`config.mk`:
```
export PLATFORM = sky130hd
export DESIGN_NAME = cfg_regs
export DESIGN_NICKNAME = d
export VERILOG_FILES = /design/src/verilog/cfg_regs.v /design/src/verilog/cfg_strap.v /design/src/verilog/cfg_wonce.v
export VERILOG_INCLUDE_DIRS = /design/src /design/src/shared
export SDC_FILE = /design/constraint.sdc
export NUM_CORES = 1
export LEC_CHECK = 0
export BUFFER_PORTS_ARGS = -buffer_cell sky130_fd_sc_hd__buf_4
export CAP_MARGIN = 20
export CORE_MARGIN = 5
export CORE_UTILIZATION = 41
export DETAILED_ROUTE_END_ITERATION = 10
export GPL_TIMING_DRIVEN = 0
export PLACE_DENSITY = 0.79
export SLEW_MARGIN = 15
export SYNTH_ARGS = -nofsm -noshare
export SYNTH_HDL_FRONTEND = slang
export SYNTH_SLANG_ARGS = --single-unit
```
`constraint.sdc`:
```
create_clock -name REF_CLK -period 2.2 [get_ports REF_CLK]
set_input_delay 0.33 -clock REF_CLK [delete_from_list [all_inputs] [get_ports REF_CLK]]
set_output_delay 0.33 -clock REF_CLK [all_outputs]
set_load 0.03 [all_outputs]
```
`src/shared/cfg_defines.vh`:
```
`ifndef CFG_DEFINES_VH
`define CFG_DEFINES_VH

// register offsets within the peripheral space
`define CFG_ADDR_W 24
`define CFG_OFS_TLOCK 24'h110000
`define CFG_OFS_CTRL 24'h110004
`define CFG_OFS_LPWR 24'h110007
`define CFG_OFS_RSTCFG 24'h110008
`define CFG_OFS_PARTID 24'h11000A
`define CFG_OFS_UNIMP 24'h110010

// reset values
`define CFG_CTRL_RST 16'h0001
`define CFG_LPWR_RST 8'h00
`define CFG_RSTCFG_RST 16'h0000
`define CFG_BME_RST 1'h0
`define CFG_BMT_RST 3'h1
`define CFG_SIZE_PINS_ENABLE_RST 1'h0
`define CFG_PROC_STATUS_PINS_ENABLE_RST 1'h0
`define CFG_DEF_DRIVE 1'h0
`define CFG_DEF_MODE 1'h0

// test lock key
`define CFG_TLOCK_KEY 16'h0000

// control register fields
`define CFG_SIZE_PINS_ENABLE_BIT 6
`define CFG_PROC_STATUS_PINS_ENABLE_BIT 5
`define CFG_BME_BIT 3
`define CFG_BMT_MSB 2
`define CFG_BMT_LSB 0

// reset configuration fields and override data pins
`define CFG_RC_DRIVE_BIT 5
`define CFG_RC_MODE_BIT 0
`define CFG_PIN_DRIVE 5
`define CFG_PIN_MODE 0

// bus watch timeout for code 000, in system clocks
`define CFG_BMT_MAX 17'h10000

// reset_output negation to pin drive, in output clock cycles
`define CFG_OE_HOLD_OCLK 1

`endif

```
`src/verilog/cfg_regs.v`:
```
// Operation
// - write-once bits always read back; later writes ignored outside debug or test
// - debug accepts every write-once write; field stays writable after debug
// - after debug, logic runs from current register values, no reload
// - control register: 16 bits at 0x110004, reset 0x0001, supervisor only
// - reset configuration register: 16-bit read-only at 0x110008, reset 0x0000
// - part identification: 16-bit read-only at 0x11000A, fixed code
// - access to 0x110010 changes nothing and ends with transfer error
// - writing 0x0000 to the reserved location locks out test features
// - control bit 6 enables the transfer-size pin function
// - control bit 5 enables processor status and debug data pins
// - write-once bit 3 enables bus watch on external cycles
// - write-once bits 2..0 pick bus watch timeout, 65536 down to 512
// - reset-config pin low in reset: configuration taken from data pins
// - reset-config pin high in reset: defaults used, data pins ignored
// - data pins stay inputs until one output clock after reset ends
// - reset config bit 5 reports drive strength, bit 0 reports chip mode
`timescale 1ns/1ns
`include "cfg_defines.vh"

module cfg_regs
#(
    // arbitrary neutral identification value
    parameter [15:0] PART_ID = 16'h0C35,
    // reference clocks per output clock period
    parameter OCLK_DIV = 1
)
(
    // clock and reset
    input wire REF_CLK,
    input wire SYS_RST,
    // register access port
    input wire BUS_SEL,
    input wire BUS_WR,
    input wire BUS_SIZE16,
    input wire BUS_SUPV,
    input wire [23:0] BUS_ADDR,
    input wire [15:0] BUS_WDATA,
    output wire [15:0] BUS_RDATA,
    output wire BUS_ACK,
    output wire BUS_TERR,
    // operating modes
    input wire DEBUG_MODE,
    input wire TEST_MODE,
    // reset configuration
    input wire RESET_OUTPUT,
    input wire RESET_CONFIG_SELECT_N,
    input wire [15:0] DATA_PINS_IN,
    output wire DATA_PINS_OE_N,
    // configuration outputs
    output wire SIZE_PINS_ENABLE,
    output wire PROC_STATUS_PINS_ENABLE,
    output wire BUS_WATCH_ENABLE,
    output wire [2:0] BUS_WATCH_TIMEOUT,
    output wire [16:0] BUS_WATCH_CYCLES,
    output wire PAD_DRIVE_STRENGTH,
    output wire MASTER_MODE,
    output wire TEST_ACTIVE,
    output wire [7:0] LOW_POWER_CTRL
);

    // pins stay released this many reference clocks after reset_output falls
    localparam HOLD_CYC = `CFG_OE_HOLD_OCLK * OCLK_DIV;

    // decode codes
    localparam SEL_NONE = 3'h0;
    localparam SEL_CTRL = 3'h1;
    localparam SEL_LPWR = 3'h2;
    localparam SEL_RCFG = 3'h3;
    localparam SEL_PID = 3'h4;
    localparam SEL_TLCK = 3'h5;

    reg size_en_r;
    reg pst_en_r;
    reg [7:0] lpwr_r;
    reg tlock_r;
    reg [15:0] rdata_r;
    reg ack_r;
    reg terr_r;
    reg [15:0] rdata_nxt;
    reg [16:0] cycles_r;
    reg [15:0] ctrl_val;
    reg [15:0] rcfg_val;
    reg ack_nxt;
    reg terr_nxt;

    wire [2:0] sel;
    wire acc_ok;
    wire wr_ok;
    wire free;
    wire bus_watch_enable;
    wire [2:0] bus_watch_timeout;
    wire drive_full;
    wire master;
    wire ctrl_wr;
    wire lpwr_wr;
    wire tlock_wr;

    // map offset and access size to a register; wrong size is unmapped
    function [2:0] cfg_decode;
        input [23:0] addr;
        input size16;
        begin
            cfg_decode = SEL_NONE;
            if (addr == `CFG_OFS_CTRL && size16)
                cfg_decode = SEL_CTRL;
            else if (addr == `CFG_OFS_LPWR && !size16)
                cfg_decode = SEL_LPWR;
            else if (addr == `CFG_OFS_RSTCFG && size16)
                cfg_decode = SEL_RCFG;
            else if (addr == `CFG_OFS_PARTID && size16)
                cfg_decode = SEL_PID;
            else if (addr == `CFG_OFS_TLOCK && size16)
                cfg_decode = SEL_TLCK;
        end
    endfunction

    // timeout halves with each code step
    function [16:0] cfg_bmt_cycles;
        input [2:0] code;
        begin
            cfg_bmt_cycles = `CFG_BMT_MAX >> code;
        end
    endfunction

    assign sel = cfg_decode(BUS_ADDR, BUS_SIZE16);
    // user mode and unmapped offsets (0x110010 among them) touch nothing
    assign acc_ok = BUS_SEL && BUS_SUPV && (sel != SEL_NONE);
    assign wr_ok = acc_ok && BUS_WR;
    assign TEST_ACTIVE = TEST_MODE && !tlock_r;
    assign free = DEBUG_MODE || TEST_ACTIVE;
    // one decode per target keeps the write strobes consistent
    assign ctrl_wr = wr_ok && sel == SEL_CTRL;
    assign lpwr_wr = wr_ok && sel == SEL_LPWR;
    assign tlock_wr = wr_ok && sel == SEL_TLCK && BUS_WDATA == `CFG_TLOCK_KEY;

    // bits 3 and 2..0 share a strobe but keep separate written flags
    cfg_wonce
    #(
        .W(1),
        .RST_VAL(`CFG_BME_RST)
    )
    u_bme
    (
        .clk(REF_CLK),
        .rst(SYS_RST),
        .wr(ctrl_wr),
        .free(free),
        .wdata(BUS_WDATA[`CFG_BME_BIT]),
        .q(bus_watch_enable)
    );

    cfg_wonce
    #(
        .W(3),
        .RST_VAL(`CFG_BMT_RST)
    )
    u_bmt
    (
        .clk(REF_CLK),
        .rst(SYS_RST),
        .wr(ctrl_wr),
        .free(free),
        .wdata(BUS_WDATA[`CFG_BMT_MSB:`CFG_BMT_LSB]),
        .q(bus_watch_timeout)
    );

    cfg_strap
    #(
        .HOLD_CYC(HOLD_CYC)
    )
    u_strap
    (
        .clk(REF_CLK),
        .rst(SYS_RST),
        .reset_out(RESET_OUTPUT),
        .reset_config_select_n(RESET_CONFIG_SELECT_N),
        .data_in(DATA_PINS_IN),
        .drive_full(drive_full),
        .master_mode(master),
        .data_oe_n(DATA_PINS_OE_N)
    );

    // plain read/write control bits
    always @(posedge REF_CLK or posedge SYS_RST)
    begin
        if (SYS_RST)
        begin
            size_en_r <= `CFG_SIZE_PINS_ENABLE_RST;
            pst_en_r <= `CFG_PROC_STATUS_PINS_ENABLE_RST;
        end
        else if (ctrl_wr)
        begin
            size_en_r <= BUS_WDATA[`CFG_SIZE_PINS_ENABLE_BIT];
            pst_en_r <= BUS_WDATA[`CFG_PROC_STATUS_PINS_ENABLE_BIT];
        end
    end

    // low-power byte: stored only, its fields act elsewhere
    always @(posedge REF_CLK or posedge SYS_RST)
    begin
        if (SYS_RST)
            lpwr_r <= `CFG_LPWR_RST;
        else if (lpwr_wr)
            lpwr_r <= BUS_WDATA[7:0];
    end

    // test lock: once set only reset reopens test features
    always @(posedge REF_CLK or posedge SYS_RST)
    begin
        if (SYS_RST)
            tlock_r <= 1'b0;
        else if (tlock_wr)
            tlock_r <= 1'b1;
    end

    // live values: nothing reloads when debug ends
    always @*
    begin
        ctrl_val = 16'h0000;
        ctrl_val[`CFG_SIZE_PINS_ENABLE_BIT] = size_en_r;
        ctrl_val[`CFG_PROC_STATUS_PINS_ENABLE_BIT] = pst_en_r;
        ctrl_val[`CFG_BME_BIT] = bus_watch_enable;
        ctrl_val[`CFG_BMT_MSB:`CFG_BMT_LSB] = bus_watch_timeout;
    end

    // reserved bits read as zero
    always @*
    begin
        rcfg_val = 16'h0000;
        rcfg_val[`CFG_RC_DRIVE_BIT] = drive_full;
        rcfg_val[`CFG_RC_MODE_BIT] = master;
    end

    always @*
    begin
        rdata_nxt = 16'h0000;
        case (sel)
            SEL_CTRL: rdata_nxt = ctrl_val;
            SEL_LPWR: rdata_nxt = {8'h00, lpwr_r};
            SEL_RCFG: rdata_nxt = rcfg_val;
            SEL_PID: rdata_nxt = PART_ID;
            SEL_TLCK: rdata_nxt = 16'h0000;
            default: rdata_nxt = 16'h0000;
        endcase
    end

    // answer chosen from the decode of the access now on the bus
    always @*
    begin
        ack_nxt = acc_ok;
        terr_nxt = BUS_SEL && !acc_ok;
    end

    // one-cycle answer: ack or transfer error the edge after the select
    always @(posedge REF_CLK or posedge SYS_RST)
    begin
        if (SYS_RST)
        begin
            rdata_r <= 16'h0000;
            ack_r <= 1'b0;
            terr_r <= 1'b0;
        end
        else
        begin
            ack_r <= ack_nxt;
            terr_r <= terr_nxt;
            // zero outside the ack cycle so stale data never leaks
            if (acc_ok && !BUS_WR)
                rdata_r <= rdata_nxt;
            else
                rdata_r <= 16'h0000;
        end
    end

    // registered so the watch counter never sees a shifter glitch
    always @(posedge REF_CLK or posedge SYS_RST)
    begin
        if (SYS_RST)
            cycles_r <= `CFG_BMT_MAX >> `CFG_BMT_RST;
        else
            cycles_r <= cfg_bmt_cycles(bus_watch_timeout);
    end

    // every output but test_active comes straight from a flop
    assign BUS_RDATA = rdata_r;
    assign BUS_ACK = ack_r;
    assign BUS_TERR = terr_r;
    assign SIZE_PINS_ENABLE = size_en_r;
    assign PROC_STATUS_PINS_ENABLE = pst_en_r;
    assign BUS_WATCH_ENABLE = bus_watch_enable;
    assign BUS_WATCH_TIMEOUT = bus_watch_timeout;
    assign BUS_WATCH_CYCLES = cycles_r;
    assign PAD_DRIVE_STRENGTH = drive_full;
    assign MASTER_MODE = master;
    assign LOW_POWER_CTRL = lpwr_r;

endmodule

```
`src/verilog/cfg_strap.v`:
```
`timescale 1ns/1ns
`include "cfg_defines.vh"

module cfg_strap
#(
    parameter HOLD_CYC = `CFG_OE_HOLD_OCLK
)
(
    // clock and reset
    input wire clk,
    input wire rst,
    // reset configuration inputs
    input wire reset_out,
    input wire reset_config_select_n,
    input wire [15:0] data_in,
    // resulting configuration
    output wire drive_full,
    output wire master_mode,
    output wire data_oe_n
);

    reg drive_r;
    reg mode_r;
    reg oe_n_r;
    reg [7:0] hold_r;

    assign drive_full = drive_r;
    assign master_mode = mode_r;
    assign data_oe_n = oe_n_r;

    // sampled on the clock while reset_output stands, never under the async reset
    always @(posedge clk or posedge rst)
    begin
        if (rst)
        begin
            drive_r <= `CFG_DEF_DRIVE;
            mode_r <= `CFG_DEF_MODE;
            oe_n_r <= 1'b1;
            hold_r <= 8'h00;
        end
        else if (reset_out)
        begin
            oe_n_r <= 1'b1;
            hold_r <= 8'h00;
            if (!reset_config_select_n)
            begin
                drive_r <= data_in[`CFG_PIN_DRIVE];
                mode_r <= data_in[`CFG_PIN_MODE];
            end
            else
            begin
                drive_r <= `CFG_DEF_DRIVE;
                mode_r <= `CFG_DEF_MODE;
            end
        end
        else if (hold_r < HOLD_CYC[7:0])
        begin
            // keeps the pins released while the override circuit lets go
            hold_r <= hold_r + 8'h01;
        end
        else
        begin
            oe_n_r <= 1'b0;
        end
    end

endmodule

```
`src/verilog/cfg_wonce.v`:
```
`timescale 1ns/1ns
`include "cfg_defines.vh"

module cfg_wonce
#(
    parameter W = 1,
    parameter [W-1:0] RST_VAL = {W{1'b0}}
)
(
    // clock and reset
    input wire clk,
    input wire rst,
    // write side
    input wire wr,
    input wire free,
    input wire [W-1:0] wdata,
    // value
    output wire [W-1:0] q
);

    reg [W-1:0] val_r;
    reg done_r;

    assign q = val_r;

    always @(posedge clk or posedge rst)
    begin
        if (rst)
        begin
            val_r <= RST_VAL;
            done_r <= 1'b0;
        end
        else if (wr && (free || !done_r))
        begin
            val_r <= wdata;
            // a debug write leaves the field open afterwards
            done_r <= !free;
        end
    end

endmodule
```
Word level (Yosys, flattened, before mapping). Index checks and enable logic that the tools add are counted.

Register bits after elaboration: 63. Bits of input ports: 66. Output and inout bits: 53. Logic and storage cells: 73.

$add $sub $neg: 1. Order comparisons: 1. Eq/ne operators: 11. Shifts and indexed selects: 1. Multiplexer cells: 13. Reduce and logical (&&, ||, !) cells: 30.

Operators with widths (count): $eq A24 B21 Y1 const B (5); $pmux W12 S4 (1); $logic_and A1 B1 Y1 (17); $shr A17 B3 Y17 const A (1); $logic_not A16 Y1 (1); $mux W16 (1); $mux W8 (2); $mux W3 (5); $add A8 B1 Y8 const B (1); $lt A8 B1 Y1 const B (1); $logic_not A1 Y1 (7); $eq A3 B2 Y1 const B (2); $eq A3 B3 Y1 const B (2); $mux W1 (4); $eq A3 B1 Y1 const B (1); $logic_or A1 B1 Y1 (3); $reduce_bool A3 Y1 (1); $ne A2 B2 Y1 const B (1); $reduce_bool A2 Y1 (1).

Logic depth before layout (Yosys ltp).
Word-level depth: 12. Depth in mapped cells: 6. Depth with buffers taken out: 6.

Modules after synthesis. Synthesis repeated with hierarchy kept, for this count alone.

Cell total of the unflattened synthesis: 211. Area, all modules: 2381.0 um^2.

Modules (own cells, without submodules): cfg_regs (times used 1, cells an instance 153, area an instance 1661.6 um^2, seq. area each 752.0 um^2); cfg_strap (times used 1, cells an instance 38, area an instance 476.7 um^2, seq. area each 276.5 um^2); cfg_wonce at u_bmt (times used 1, cells an instance 12, area an instance 160.2 um^2, seq. area each 101.3 um^2); cfg_wonce at u_bme (times used 1, cells an instance 8, area an instance 82.6 um^2, seq. area each 50.0 um^2).

Least setup slack after synthesis. No wires, ideal clock.

Path kind: input-to-reg. Start point: input BUS_ADDR[10]. End point: register u_bmt.val_r[1], in the netlist u_bmt.q[1]. Library setup time: 0.125 ns. Arrival time: 2.202 ns. Data required time: 2.075 ns. Slack: -0.127 ns. Cell stages on the path: 5. Path buffers: 1. Cell sequence: or4_1 -> buf_2 -> or4_4 -> a2111oi_4 -> mux2_2.

Longest elaborated chain between the ends: 12. Elaborated cells between the ends (all ways): 21. Those cells by class: eq/ne: 6; mux: 5; reduce/logical: 10.

Ends and longest elaborated chain: start, declared (RTL line cfg_regs.v:37) `input wire [23:0] BUS_ADDR,`; $eq A24 B21 Y1 (no line); $logic_and A1 B1 Y1 (RTL line cfg_regs.v:113) `` else if (addr == `CFG_OFS_TLOCK && size16) ``; $mux W3 (RTL line cfg_regs.v:113); $mux W3 (RTL line cfg_regs.v:111) `` else if (addr == `CFG_OFS_PARTID && size16) ``; $mux W3 (RTL line cfg_regs.v:109) `` else if (addr == `CFG_OFS_RSTCFG && size16) ``; $mux W3 (RTL line cfg_regs.v:107) `` else if (addr == `CFG_OFS_LPWR && !size16) ``; $mux W3 (*) (RTL line cfg_regs.v:105) `` if (addr == `CFG_OFS_CTRL && size16) ``; $reduce_bool A3 Y1 (RTL line cfg_regs.v:128) `assign acc_ok = BUS_SEL && BUS_SUPV && (sel != SEL_NONE);`; $logic_and A1 B1 Y1 (RTL line cfg_regs.v:128); $logic_and A1 B1 Y1 (RTL line cfg_regs.v:129) `assign wr_ok = acc_ok && BUS_WR;`; $logic_and A1 B1 Y1 (*) (RTL line cfg_regs.v:133) `assign ctrl_wr = wr_ok && sel == SEL_CTRL;`; $logic_and A1 B1 Y1 (*) (RTL line cfg_wonce.v:33) `else if (wr && (free || !done_r))`; end signal, assigned (RTL line cfg_wonce.v:35) `val_r <= wdata;`; end, declared (RTL line cfg_wonce.v:21) `reg [W-1:0] val_r;`.

Every way passes the cells marked *; elsewhere a longest branch is shown, timed or not. A chain may end at the register's enable or synchronous reset.

Worst setup path after layout.
Start point: input BUS_ADDR[5]. End point: register u_bme.val_r, in the netlist u_bme.q.

Longest elaborated chain between the ends: 12. Elaborated cells between the ends (all ways): 21. Those cells by class: eq/ne: 6; mux: 5; reduce/logical: 10.

Ends and longest elaborated chain (RTL line): $eq A24 B21 Y1 (no line); $logic_and A1 B1 Y1 (cfg_regs.v:113); $mux W3 (cfg_regs.v:113); $mux W3 (cfg_regs.v:111); $mux W3 (cfg_regs.v:109); $mux W3 (cfg_regs.v:107); $mux W3 (*) (cfg_regs.v:105); $reduce_bool A3 Y1 (cfg_regs.v:128); $logic_and A1 B1 Y1 (cfg_regs.v:128); $logic_and A1 B1 Y1 (cfg_regs.v:129); $logic_and A1 B1 Y1 (*) (cfg_regs.v:133); $logic_and A1 B1 Y1 (*) (cfg_wonce.v:33); end signal, assigned (cfg_wonce.v:35); end, declared (cfg_wonce.v:21).

Marks and branches as above.

==> flow_summary.ini <==
[clocking]
clkSinkCount = 47
ctsLongestPathBuffers = 2
clk_pin_slew_ps = 90
root_buffer = clkbuf_8
cts-buffers-inserted = 5
cts_tree = yes
htree_levels = 2
clkLatencyLatePin_ps = 290

[placement]
post-dp-hpwl_um = 4610
place_congestion = 0.748
preCtsSetupSlack_ps = -580
port_buffers = 89

[drt]
drt-vias-per-instance = 5.02
via_count = 1944
drt_wl_total_um = 5880
dr.pass1.iters = 4
drc = 0
wire_per_inst_um = 15.2
drt_iter0_drc = 62
drtAntennaViolNets = 0

[status]
status = completed

[global_routing]
grt_pass1_wl_um = 9510
grt_pass1_vias = 2034
grt_max_degree = 33
grt_overflow = 0
grt_usage = 0.167
antenna_found_initial = 0

[synth]
ys_ff_latch = 47
seq_area_frac_synth = 0.518
syn-cell-area_mm2 = 0.00228
synth_edf_count = 0
avgSynthCellArea_um2 = 11.4
yosys_warnings = 0
syn_inst = 200
async_flop_share = 1.00
ys.flop_type = dfrtp_1
synth.distinct_cells = 48

[min_path]
hold_class = input port to asynchronous set/reset pin

[power_and_ir_drop]
power_density_mw_per_mm2 = 548
peakVddDrop_v = 0.000258
leakage_nw = 1.65

[die]
num_io_pins = 119
row_count = 27
die_x_um = 84.6
die_y_um = 84.6
dieArea_mm2 = 0.00715
core-area_mm2 = 0.00544
start_util = 0.419

[setup_path]
worstSetupPathType = input port to flip-flop
required_ps = 2390
end_kind = flip-flop
crit_path_start_kind = input port
critPathArrivalTime_ps = 2330
cp_max_fo = 7

[run]
drv_cap = 0

[cells_and_area]
drive_above_1_share = 0.489
diodes = 0
layout.nets = 382
area_delta_synth_final_pct = 45.6

[sta]
setup_violations = 0
max_freq_mhz = 467
post-route-period-util = 0.973
skew_ps = 6.72
fin_crit_ps = 2140
tightest_slew_ps = 894
final_max_slew_viol_count = 0
finalHoldViolCount = 0
worst_slack_ps = 59.6
relSlewSlack = 0.399
finalSetupTns_ps = 0
rsz0062_at_grt = no
==> cell type report <==
cell class | instances | area [um^2]
multi-input cells | 137 | 1040
fillers | 472 | 2120
plain buffers | 23 | 155
clock buffers | 7 | 96.3
well taps | 72 | 90.1
clock inverters | 1 | 7.51
repair buffers | 94 | 731
inverters | 6 | 22.5
flip-flops and latches | 47 | 1180
==> timing repair <==
item	in CTS	in global routing
pin swaps	3	1
gates resized for setup	2	4
hold buffers	0	0
setup endpoints to repair	12	7
buffers inserted	4	0
==> per-layer routing <==
layer / vias up / GRT usage / wire, um
met4: 0 / 0.0547 / 70
met1: 928 / 0.201 / 2340
li1: 922 / - / -
met2: 85 / 0.278 / 2960
met3: 9 / 0.0579 / 505
met5: - / 0 / 0
==> final timing paths <==
check                                   from                   end  slack (ps)  cells past startpoint
hold / removal                       SYS_RST          BUS_RDATA[7]          20                      2
setup / recovery                 BUS_ADDR[5]               u_bme.q          60                      6
min in group REF_CLK            RESET_OUTPUT     u_strap.hold_r[5]         210                      2
hold reg to reg                      tlock_r               tlock_r         500                      1
max in group asynchronous            SYS_RST  BUS_WATCH_CYCLES[15]        1630                      3
setup reg to reg           u_strap.hold_r[0]     u_strap.hold_r[1]         190                      6
==> synthesized netlist by cell type (2+ instances only) <==
| library cell | number | area, um^2 |
|---|---|---|
| nor2_1 | 9 | 33.8 |
| nor4b_1 | 3 | 26.3 |
| or4_1 | 3 | 22.5 |
| buf_4 | 16 | 120 |
| ha_1 | 2 | 25.0 |
| inv_1 | 6 | 22.5 |
| dfstp_2 | 3 | 78.8 |
| o211ai_1 | 2 | 15.0 |
| nand3_1 | 14 | 70.1 |
| nor3b_1 | 4 | 30.0 |
| nand2b_1 | 2 | 12.5 |
| clkbuf_1 | 6 | 22.5 |
| a21oi_1 | 8 | 40.0 |
| a211oi_1 | 3 | 22.5 |
| dfrtp_1 | 44 | 1100 |
| and3_1 | 4 | 25.0 |
| mux2_2 | 17 | 191 |
| nor4_1 | 10 | 62.6 |
| nand2_1 | 6 | 22.5 |
| nor3_1 | 4 | 20.0 |
| nor2b_1 | 7 | 43.8 |
==> stage by stage <==
stage / std cells / area (um^2) / hold slack [ps] / power, W / util
2_1_floorplan: 214 / 2380 / 396 / 0.00113 / -
3_3_place_gp: 375 / 3140 / 475 / 0.00125 / 0.576
3_5_place_dp: 376 / 3160 / 340 / 0.00127 / 0.580
4_1_cts: 387 / 3300 / 15.3 / 0.00184 / 0.606
5_1_grt: 387 / 3320 / 33.1 / 0.00191 / 0.610
6_report: 387 / 3320 / 15.6 / 0.00182 / 0.610
==> placed cells by master, fill, tap and decap left out, drive strengths merged, types with 2 or more instances in the layout <==
cell type and n:
inv 6, nor2 9, a21oi 8, a211oi 3, or4 4, nor2b 7
nor3b 5, nand2 6, nor3 5, dfstp 3, ha 2, nand2b 2
and3 4, dfrtp 44, nor4b 3, clkbuf 13, nor4 11, a2111oi 2
conb 15, buf 111, o211ai 2, mux2 17, nand3 14
==> power by group <==
group / switching (W) / total, W / internal [W]
Sequential: 0.0000174 / 0.000913 / 0.000895
Clock: 0.000280 / 0.000566 / 0.000286
Combinational: 0.000180 / 0.000340 / 0.000160
Total: 0.000478 / 0.00182 / 0.00134
==> critical path, cell delays in order <==
cell       delay [ps]
buf_4             110
or4_4             590
or4_4             530
buf_4             170
a2111oi_4         210
mux2_2            370
==> state kept, by name (all words and copies together) (netlist names), 3 cells and up <==
signal and count:
BUS_RDATA 9, u_bmt.q 3, BUS_WATCH_CYCLES 8, LOW_POWER_CTRL 8, u_strap.hold_r 8
==> cell families (layout without fill, tap and decap cells) <==
kind of cell,after synthesis,after routing,synth area share
muxes,18,18,0.0884
adders and majority gates,2,2,0.0110
and+or+nand+nor,78,78,0.221
AOI/OAI and AO/OA,23,23,0.0796
xor gates and xnor gates,1,1,0.00384
DFF,47,47,0.518
buffers and inverters,30,131,0.0768
other,1,15,0.00164
No activity file was read; power rests on OpenSTA's default activity.
